<file path="src/design/ea_decode_pkg.sv">
// Package holding encodings, constants and carrier types of the effective address decoder.
package ea_decode_pkg;

    // ************************************************************
    // Field encodings
    // ************************************************************
    localparam logic [3:0] EA_REG_DIRECT   = 4'ha;  // Register direct.
    localparam logic [3:0] EA_REG_INDIRECT = 4'hd;  // Register indirect.
    localparam logic [3:0] EA_DISP_SHORT   = 4'he;  // Indirect plus one-byte displacement.
    localparam logic [3:0] EA_DISP_LONG    = 4'hf;  // Indirect plus two-byte displacement.
    localparam logic [3:0] EA_PREDEC       = 4'hb;  // Indirect with pre-decrement.
    localparam logic [3:0] EA_POSTINC      = 4'hc;  // Indirect with post-increment.
    localparam logic [7:0] EA_IMM_BYTE     = 8'h04; // Immediate, one extension byte.
    localparam logic [7:0] EA_IMM_WORD     = 8'h0c; // Immediate, two extension bytes.
    localparam logic [3:0] EA_ABS_SHORT    = 4'h0;  // Short absolute, top nibble.
    localparam logic [3:0] EA_ABS_LONG     = 4'h1;  // Long absolute, top nibble.
    localparam logic [2:0] EA_ABS_LOW      = 3'h5;  // Low three bits of absolute modes.

    // ************************************************************
    // Field positions and fixed values
    // ************************************************************
    localparam int         SIZE_BIT_POS = 3;      // Position of the operand size bit.
    localparam logic       SIZE_BYTE    = 1'b0;   // Size bit value for a byte operand.
    localparam logic       SIZE_WORD    = 1'b1;   // Size bit value for a word operand.
    localparam logic [2:0] STACK_REG    = 3'h7;   // Stack pointer register number.
    localparam logic [2:0] DATA_PAGE_TOP = 3'h3;  // Last register served by the data page.
    localparam logic [2:0] EXTRA_PAGE_TOP = 3'h5; // Last register served by the extra page.
    localparam logic [15:0] STEP_BYTE   = 16'h0001; // Byte step size.
    localparam logic [15:0] STEP_WORD   = 16'h0002; // Word step size.

    // Addressing mode of a decoded field.
    typedef enum logic [3:0] {
        MODE_NONE      = 4'h0,
        MODE_REG       = 4'h1,
        MODE_INDIRECT  = 4'h2,
        MODE_DISP8     = 4'h3,
        MODE_DISP16    = 4'h4,
        MODE_PREDEC    = 4'h5,
        MODE_POSTINC   = 4'h6,
        MODE_IMM8      = 4'h7,
        MODE_IMM16     = 4'h8,
        MODE_ABS8      = 4'h9,
        MODE_ABS16     = 4'ha,
        MODE_PCREL8    = 4'hb,
        MODE_PCREL16   = 4'hc
    } ea_mode_t;

    // Decoder states, Gray coded from ST_FIELD to ST_WAIT along the two-byte path.
    typedef enum logic [2:0] {
        ST_FIELD = 3'b000,
        ST_EXT_HI = 3'b001,
        ST_EXT_LO = 3'b011,
        ST_ISSUE = 3'b010,
        ST_WAIT  = 3'b110
    } ea_state_t;

    // Page registers handed in from the control registers.
    typedef struct packed {
        logic [7:0] data_page_reg;
        logic [7:0] extra_page_reg;
        logic [7:0] stack_page_reg;
        logic [7:0] base_page_reg;
    } page_regs_t;

    // Decoded operand handed to the execution side.
    typedef struct packed {
        ea_mode_t    mode;
        logic        operand_size_bit;
        logic [2:0]  reg_sel;
        logic [15:0] ext_value;
        logic [7:0]  page;
        logic [15:0] address;
        logic        is_memory;
    } ea_result_t;

    // Register write-back used by pre-decrement and post-increment.
    typedef struct packed {
        logic        valid;
        logic [2:0]  sel;
        logic [15:0] value;
    } reg_update_t;

endpackage

</file>
<file path="src/design/effective_address_decoder.sv">
// Effective address decoder: turns an address field and its extension into an operand.
`timescale 1ns/1ps
// What this block does
// - Size bit 0 byte, 1 word.
// - Register field selects R0 to R7.
// - 1010 register direct, 1101 indirect, no extension.
// - 1110 one-byte, 1111 two-byte displacement.
// - 1011 pre-decrement, no extension.
// - 1100 post-increment, no extension.
// - 04 byte immediate, 0c word immediate.
// - Short absolute offsets base page; long absolute.
// - PC-relative mode comes from opcode alone.
// - Minimum mode ignores page registers.
// - Page chosen by base register group.
// - Step one for byte, two for word.
// - Stack pointer always steps by two.
// - Odd word address raises address error.
// - Field and extension precede opcode byte.
module effective_address_decoder
    import ea_decode_pkg::*;
(
    // Clock and reset.
    input  wire logic                      ref_clk_i,
    input  wire logic                      sys_rst_i,
    // Instruction byte stream.
    input  wire logic                      byte_valid_i,
    input  wire logic [7:0]                byte_data_i,
    output logic                           byte_ready_o,
    // Special-format start: opcode already implies PC-relative.
    input  wire logic                      pcrel_start_i,
    input  wire logic                      pcrel_long_i,
    // CPU mode and page registers.
    input  wire logic                      minimum_mode_i,
    input  wire ea_decode_pkg::page_regs_t pages_i,
    // Register file read port.
    output logic [2:0]                     reg_rd_sel_o,
    input  wire logic [15:0]               reg_rd_data_i,
    input  wire logic [15:0]               pc_i,
    // Decoded operand to the memory access unit.
    output logic                           ea_valid_o,
    output ea_decode_pkg::ea_result_t      ea_o,
    output logic                           addr_error_o,
    input  wire logic                      ea_ready_i,
    input  wire logic                      access_done_i,
    // Register write-back of the stepped base register.
    output ea_decode_pkg::reg_update_t     reg_wr_o
);
    import ea_decode_pkg::*;

    // ************************************************************
    // State
    // ************************************************************
    typedef struct packed {
        ea_state_t   st;        // Sequencer state.
        logic [7:0]  field;     // Captured address field.
        ea_mode_t    mode;      // Decoded mode.
        logic [1:0]  ext_left;  // Extension bytes still to take.
        logic [15:0] ext;       // Assembled extension.
        ea_result_t  res;       // Result under offer.
        logic        err;       // Address error of the result.
        reg_update_t wr;        // Pending register write-back.
        logic [15:0] post_val;  // Value written after a post-increment access.
    } dec_state_t;

    dec_state_t cur;        // Registered state.
    dec_state_t next_cur;   // Next state.

    // ************************************************************
    // Field decode helpers
    // ************************************************************
    ea_mode_t    fmode;     // Mode of the incoming field.
    logic [1:0]  fext;      // Extension byte count of the incoming field.
    logic        wsize;     // Word operand of the captured field.
    logic [15:0] step;      // Step applied by pre/post modes.
    logic [7:0]  page_sel;  // Page chosen by the base register.
    logic [15:0] base_addr; // Address before page is attached.

    // Classify the incoming byte as an address field.
    always_comb
    begin
        fmode = MODE_NONE;
        fext  = 2'd0;
        if (byte_data_i == EA_IMM_BYTE)
        begin
            fmode = MODE_IMM8;
            fext  = 2'd1;
        end
        else if (byte_data_i == EA_IMM_WORD)
        begin
            fmode = MODE_IMM16;
            fext  = 2'd2;
        end
        else if (byte_data_i[2:0] == EA_ABS_LOW && byte_data_i[7:4] == EA_ABS_SHORT)
        begin
            fmode = MODE_ABS8;
            fext  = 2'd1;
        end
        else if (byte_data_i[2:0] == EA_ABS_LOW && byte_data_i[7:4] == EA_ABS_LONG)
        begin
            fmode = MODE_ABS16;
            fext  = 2'd2;
        end
        else
        begin
            unique case (byte_data_i[7:4])
                EA_REG_DIRECT:   fmode = MODE_REG;
                EA_REG_INDIRECT: fmode = MODE_INDIRECT;
                EA_PREDEC:       fmode = MODE_PREDEC;
                EA_POSTINC:      fmode = MODE_POSTINC;
                EA_DISP_SHORT:
                begin
                    fmode = MODE_DISP8;
                    fext  = 2'd1;
                end
                EA_DISP_LONG:
                begin
                    fmode = MODE_DISP16;
                    fext  = 2'd2;
                end
                default:         fmode = MODE_NONE;  // Not an address field.
            endcase
        end
    end

    // Size, step and page of the captured field.
    always_comb
    begin
        wsize = (cur.field[SIZE_BIT_POS] == SIZE_WORD);
        // The stack pointer is always a word access, so it must step by two.
        step  = (wsize || cur.field[2:0] == STACK_REG) ? STEP_WORD : STEP_BYTE;
        if (cur.field[2:0] <= DATA_PAGE_TOP)
            page_sel = pages_i.data_page_reg;
        else if (cur.field[2:0] <= EXTRA_PAGE_TOP)
            page_sel = pages_i.extra_page_reg;
        else
            page_sel = pages_i.stack_page_reg;
    end

    // Register read port always points at the captured register number.
    assign reg_rd_sel_o = cur.field[2:0];

    // ************************************************************
    // Sequencer
    // ************************************************************
    // Field first, then extension bytes, then the operand is offered; opcode
    // bytes that follow are left to the opcode decoder.
    always_comb
    begin
        next_cur = cur;
        next_cur.wr.valid = 1'b0;
        base_addr = 16'h0000;
        unique case (cur.mode)
            MODE_INDIRECT, MODE_POSTINC: base_addr = reg_rd_data_i;
            MODE_PREDEC:  base_addr = reg_rd_data_i - step;
            MODE_DISP8:   base_addr = reg_rd_data_i + {{8{cur.ext[7]}}, cur.ext[7:0]};
            MODE_DISP16:  base_addr = reg_rd_data_i + cur.ext;
            MODE_ABS8:    base_addr = {8'h00, cur.ext[7:0]};
            MODE_ABS16:   base_addr = cur.ext;
            MODE_PCREL8:  base_addr = pc_i + {{8{cur.ext[7]}}, cur.ext[7:0]};
            MODE_PCREL16: base_addr = pc_i + cur.ext;
            default:      base_addr = 16'h0000;
        endcase
        unique case (cur.st)
            ST_FIELD:
            begin
                if (pcrel_start_i)
                begin
                    next_cur.mode     = pcrel_long_i ? MODE_PCREL16 : MODE_PCREL8;
                    next_cur.field    = 8'h00;
                    next_cur.ext_left = pcrel_long_i ? 2'd2 : 2'd1;
                    next_cur.ext      = 16'h0000;
                    next_cur.st       = ST_EXT_HI;
                end
                else if (byte_valid_i && fmode != MODE_NONE)
                begin
                    next_cur.field    = byte_data_i;
                    next_cur.mode     = fmode;
                    next_cur.ext_left = fext;
                    next_cur.ext      = 16'h0000;
                    next_cur.st       = (fext == 2'd0) ? ST_ISSUE : ST_EXT_HI;
                end
            end
            ST_EXT_HI:
            begin
                if (byte_valid_i)
                begin
                    // One-byte extensions land in the low byte.
                    if (cur.ext_left == 2'd2)
                        next_cur.ext[15:8] = byte_data_i;
                    else
                        next_cur.ext[7:0] = byte_data_i;
                    next_cur.ext_left = cur.ext_left - 2'd1;
                    next_cur.st = (cur.ext_left == 2'd2) ? ST_EXT_LO : ST_ISSUE;
                end
            end
            ST_EXT_LO:
            begin
                if (byte_valid_i)
                begin
                    next_cur.ext[7:0] = byte_data_i;
                    next_cur.ext_left = 2'd0;
                    next_cur.st       = ST_ISSUE;
                end
            end
            ST_ISSUE:
            begin
                next_cur.res.mode             = cur.mode;
                next_cur.res.operand_size_bit = cur.field[SIZE_BIT_POS];
                next_cur.res.reg_sel          = cur.field[2:0];
                next_cur.res.ext_value        = cur.ext;
                next_cur.res.address          = base_addr;
                next_cur.res.is_memory = !(cur.mode inside {MODE_REG, MODE_IMM8, MODE_IMM16});
                if (minimum_mode_i)
                    next_cur.res.page = 8'h00;
                else if (cur.mode == MODE_ABS8)
                    next_cur.res.page = pages_i.base_page_reg;
                else if (cur.mode inside {MODE_INDIRECT, MODE_DISP8, MODE_DISP16,
                                          MODE_PREDEC, MODE_POSTINC})
                    next_cur.res.page = page_sel;
                else
                    next_cur.res.page = 8'h00;
                // Stack-pointer stepping is a word access whatever the size.
                next_cur.err = next_cur.res.is_memory && base_addr[0] &&
                               (wsize || ((cur.mode inside {MODE_PREDEC, MODE_POSTINC})
                                          && cur.field[2:0] == STACK_REG));
                next_cur.wr.sel  = cur.field[2:0];
                next_cur.wr.value = base_addr;
                next_cur.wr.valid = (cur.mode == MODE_PREDEC);
                next_cur.post_val = reg_rd_data_i + step;
                next_cur.st = ST_WAIT;
            end
            ST_WAIT:
            begin
                if (ea_ready_i && (!cur.res.is_memory || access_done_i))
                begin
                    if (cur.res.mode == MODE_POSTINC)
                    begin
                        next_cur.wr.valid = 1'b1;
                        next_cur.wr.value = cur.post_val;
                    end
                    next_cur.st = ST_FIELD;
                end
            end
            default: next_cur.st = ST_FIELD;
        endcase
    end

    // Register the whole state.
    always_ff @(posedge ref_clk_i or posedge sys_rst_i)
    begin
        if (sys_rst_i)
            cur <= '0;
        else
            cur <= next_cur;
    end

    // ************************************************************
    // Outputs
    // ************************************************************
    assign byte_ready_o = (cur.st == ST_FIELD) || (cur.st == ST_EXT_HI) || (cur.st == ST_EXT_LO);
    assign ea_valid_o   = (cur.st == ST_WAIT);
    assign ea_o         = cur.res;
    assign addr_error_o = (cur.st == ST_WAIT) && cur.err;
    assign reg_wr_o     = cur.wr;

    // Pre-decrement writes back one cycle after issue, before the access.
    a_predec_write: assert property (@(posedge ref_clk_i) disable iff (sys_rst_i)
        (cur.st == ST_ISSUE && cur.mode == MODE_PREDEC) |=> reg_wr_o.valid)
        else $error("pre-decrement write-back missing");

    // Stack pointer steps by two.
    a_stack_step: assert property (@(posedge ref_clk_i) disable iff (sys_rst_i)
        (cur.st == ST_ISSUE && cur.mode == MODE_POSTINC && cur.field[2:0] == 3'h7)
        |=> (cur.post_val == $past(reg_rd_data_i) + 16'h0002))
        else $error("stack pointer step is not two");

    // Minimum mode yields page zero.
    a_min_page: assert property (@(posedge ref_clk_i) disable iff (sys_rst_i)
        (cur.st == ST_ISSUE && minimum_mode_i) |=> (ea_o.page == 8'h00))
        else $error("page used in minimum mode");

    // A byte pre-decrement of an ordinary register steps by one.
    a_byte_step: assert property (@(posedge ref_clk_i) disable iff (sys_rst_i)
        (cur.st == ST_ISSUE && cur.mode == MODE_PREDEC && !cur.field[SIZE_BIT_POS]
         && cur.field[2:0] != 3'h7)
        |=> (reg_wr_o.value == $past(reg_rd_data_i) - 16'h0001))
        else $error("byte pre-decrement step is not one");

    // Registers six and seven take the stack page outside minimum mode.
    a_page_group: assert property (@(posedge ref_clk_i) disable iff (sys_rst_i)
        (cur.st == ST_ISSUE && !minimum_mode_i && cur.mode == MODE_INDIRECT
         && cur.field[2:1] == 2'b11)
        |=> (ea_o.page == $past(pages_i.stack_page_reg)))
        else $error("stack page not chosen for registers six and seven");

    // Odd word address flags an error.
    a_odd_word: assert property (@(posedge ref_clk_i) disable iff (sys_rst_i)
        (ea_valid_o && ea_o.is_memory && ea_o.operand_size_bit && ea_o.address[0])
        |-> addr_error_o)
        else $error("odd word address not flagged");

endmodule

</file>
<file path="config.mk">
export PLATFORM = sky130hd
export DESIGN_NAME = effective_address_decoder
export DESIGN_NICKNAME = d
export VERILOG_FILES = /design/src/design/ea_decode_pkg.sv /design/src/design/effective_address_decoder.sv
export SDC_FILE = /design/constraint.sdc
export NUM_CORES = 1
export LEC_CHECK = 0
export BUFFER_PORTS_ARGS = -buffer_cell sky130_fd_sc_hd__buf_2
export CAP_MARGIN = 0
export CORE_ASPECT_RATIO = 1.1
export CORE_UTILIZATION = 45
export CTS_BUF_LIST = sky130_fd_sc_hd__clkbuf_8
export CTS_CLUSTER_DIAMETER = 50
export CTS_CLUSTER_SIZE = 14
export DETAILED_ROUTE_END_ITERATION = 12
export HOLD_SLACK_MARGIN = 0.15
export PLACE_DENSITY_LB_ADDON = 0.15
export SYNTH_ARGS = -nofsm -noshare
export SYNTH_HDL_FRONTEND = slang
export SYNTH_SLANG_ARGS = --single-unit
export TNS_END_PERCENT = 10
</file>
<file path="constraint.sdc">
create_clock -name ref_clk_i -period 8.6 [get_ports ref_clk_i]
set_input_delay 0.86 -clock ref_clk_i [delete_from_list [all_inputs] [get_ports ref_clk_i]]
set_output_delay 0.86 -clock ref_clk_i [all_outputs]
set_load 0.02 [all_outputs]
</file>
==> metrics.md <==
| Metric | Value |
|---|---|
| Critical Path, Cell by Cell | or3b_1 -> and2_1 -> nor2_1 -> o21ai_0 -> ha_1 -> fa_1 -> a21o_1 -> a311o_1 -> a31oi_2 -> o211ai_1 -> mux2i_1 -> a211oi_1 -> o22ai_1 |
| Biggest area consumer among synthesized cells | dfrtp_1 |
| # diodes | 0 |
| Max Clock Freq | 231 MHz |
| FF+latch area | ~2800 um2 |
| Cell types occupying the most area after synthesis | dfrtp_1, nand2_1, buf_4 |
| Slew Viols, Final | 0 |
| Worst clock skew | 26.5 ps |
| Number of instances in the synthesized netlist | between 900 and 1000 |
| Adder-cell share of the synthesized area | under 10% |
| Least-Margin Pin Slew | ~770 ps |
| Quantity of I/O buffers inserted on ports | roughly 150 |
| Crit share post-route | 50.4% |
| Number of global-route vias before repair | approximately 6300 |
| EDFF count, synth | 0 |
| Top-area cell type share of the netlist area | ~34% |
| Final HPWL from detailed placement | ~18000 um |
| Proportion of synthesized area in mux cells | under 10% |
| Flops & latches, synth | 112 |
| Peak per-stage delay on the critical path | around 810 ps |
| Synth warnings | 0 |
| Worst slack on hold paths | between 400 and 500 ps |
| Design Power | between 3 and 4 mW |
| Critical path required time | 8850 ps |
| Start-to-end type of the worst setup path | register to register |
| Leakage dissipation | 4.25 nW |
| Async S/R FF share, synth | 100% |
| Power density normalized to cell area | 363 nW/um2 |
| Pin count of the biggest net entering global routing | 61 |
| Setup violation total in the final timing report | 0 |
| Max-capacitance violation count | 0 |
| Arrival time of data at the critical path endpoint | 4580 ps |
| Fraction of final layout cells with drive strength greater than 1 | 18.7% |
| Total congestion overflow | 0 |
| Class of the worst hold path | register to register |
| Dominant combinational cell family by area after synthesis | compound AO/OA/AOI/OAI gates |
| Combined global-route utilization of all metal layers | between 20% and 30% |
| Top fanout value on the critical path | 26 |
| Detailed-router iteration count before antenna repair | 5 |
| Library cell with the highest instance count after synthesis | nand2_1 |
| Site Rows | 51 |
| Clock network latency to the later pin of the worst-skew pair | approximately 400 ps |
| Setup repair after global routing missed its margin | no |
| Clock tree from TritonCTS | done |
| Die span in x | around 130 um |
| Synth unique cells | 71 |
| Final critical delay including setup and external delays | around 4300 ps |
| Max transition margin | about half |
| Register area share after synthesis | between 30% and 40% |
| Initial core utilization | a little under half |
| Via count | 7138 |
| Per-cell via count in the routed design | 5.56 |
| Bufs on Longest Clock Path | 2 |
| Combined area of all synthesized cells | around 8200 um2 |
| Cts hold-fix bufs | 0 |
| Floorplan die height | around 140 um |
| Top FF cell, synth | dfrtp_1 |
| First-pass GRT wire length | about 36000 um |
| Global placement routability congestion | between 0.9 and 1 |
| Detailed Route Iter0 Violations | about 530 |
| Area enclosed by the die boundary | 18700 um2 |
| Clock Sinks | 112 |
| Worst vdd rail ir drop | 0.149 mV |
| Synth Area in XOR/XNOR | under 10% |
| Post-synthesis compound-gate area fraction | 23.5% |
| Number of nets produced by synthesis | approximately 1100 |
| Highest-delay cell along the critical path | dfrtp_1 |
| Top cell types by occurrence after synthesis | nand2_1, dfrtp_1, buf_4 |
| Area of the multi-input gates | around 4500 um2 |
| Category of the worst setup path capture point | register |
| Post-route DRC | 0 |
| Fillcell total | approximately 1900 |
| Total CTS buffers | 9 |
| Simple-Gate Fraction of Synth Area | around a fifth |
| Routed length per instance | between 15 and 20 um |
| Final #Nets | about 1200 |
| CTS H-tree depth | 3 |
| Post-CTS clock slew at the launch and capture registers of the worst setup and hold paths | about 120 ps |
| Synthesized area divided by synthesized cell count | just over 8 um2 |
| Number of post-CTS setup repair buffers | 0 |
| Count of pins on the block boundary | approximately 160 |
| Number of antenna-violating nets in the routed design | 0 |
| Launching element type of the critical path | register |
| Area of the core region | 17700 um2 |
| Result of the run | completed |
| Post-route setup TNS | 0 ps |
| R2r setup slk | between 4000 and 5000 ps |
| Final hold violations | 0 |
| Post-detailed-routing wire length | between 20000 and 25000 um |
| Cells resized by post-CTS repair | 0 |
| Library cell used as clock root buffer | clkbuf_8 |
| Area growth, synth to finish | 7.22% |
| Antenna violations before repair | 0 |
==> flip-flops by register name (all words and copies together), names as in the netlist <==
signal	flops
ea_o	46
reg_wr_o	20
cur	43
reg_rd_sel_o	3
==> cell usage in the layout (no fill, tap or decap), types with 11 or more instances in the layout <==
cell / synthesis / routed
a211oi_1: 11 / 11
a21o_1: 20 / 20
a21oi_1: 72 / 72
a221oi_1: 12 / 12
a22o_1: 16 / 16
buf_2: 10 / 154
dfrtp_1: 112 / 112
ha_1: 34 / 34
inv_1: 18 / 17
mux2i_1: 16 / 16
nand2_1: 176 / 175
nand2b_1: 16 / 16
nand3_1: 16 / 16
nor2_1: 71 / 70
nor2b_1: 22 / 22
o21a_1: 14 / 14
o21ai_0: 44 / 44
o21ai_1: 37 / 37
or3_1: 11 / 11
xnor2_1: 14 / 14
xor2_1: 21 / 21
==> metrics by stage <==
| stage | cells | cell area, um2 | utilization, % | setup WS [ps] |
|---|---|---|---|---|
| detailed placement | 1268 | 8530 | 48.1 | 4330 |
| finish | 1284 | 8750 | 49.3 | 4270 |
| global placement | 1268 | 8530 | 48.1 | 4440 |
| CTS | 1284 | 8750 | 49.3 | 4270 |
| floorplan | 994 | 8160 | - | 4780 |
| global route | 1284 | 8750 | 49.3 | 3940 |
==> critical path: cells and delay by family, from the launching register on <==
family | cells | cell delay (ps)
fa+ha+maj | 2 | 650
simple gates | 3 | 860
mux | 1 | 150
flops | 1 | 810
compound gates | 7 | 1700
==> final cells by class <==
class                   instances  area share (%)
multi-input cells             736            51.6
clock buffers                  10            1.57
repair buffers                163            9.58
flip-flops and latches        112            32.0
inverters                      19           0.844
well taps                     238            3.40
clock inverters                 6           0.944
==> report_power, final <==
group	switching, mW	internal, mW	leakage [nW]	total, mW
registers	0.223	0.722	1.44	0.945
clock network	0.197	0.149	0.108	0.346
logic	1.21	0.681	2.70	1.89
total	1.63	1.55	4.25	3.18
==> metal layers <==
metal / global-route usage [%] / vias to the layer above / part of all wire [%]
li1: - / 3512 / -
met1: 37.4 / 3369 / 47
met2: 39.1 / 223 / 45
met3: 3.30 / 34 / 5.8
met4: 8.17 / 0 / 2.6
met5: 0 / - / 0
==> worst paths after layout <==
| check | startpoint | cells past startpoint | to |
|---|---|---|---|
| worst max-delay path | cur[106] | 13 | reg_wr_o[14] |
| worst min-delay path | ea_o[44] | 2 | ea_o[44] |
| worst max register to register | cur[106] | 13 | reg_wr_o[14] |
| worst min register to register | ea_o[44] | 2 | ea_o[44] |
| max in group asynchronous | sys_rst_i | 3 | cur[36] |
| min in group asynchronous | sys_rst_i | 2 | ea_o[21] |
==> cell families (layout without fill, tap and decap cells) <==
group / Yosys count / in the layout
adders and majority gates: 37 / 37
xor gates and xnor gates: 35 / 35
and+or+nand+nor: 356 / 356
AOI/OAI and AO/OA: 292 / 292
muxes: 16 / 16
buffers and inverters: 146 / 198
DFF: 112 / 112
Power figures use the tool's default switching activity.
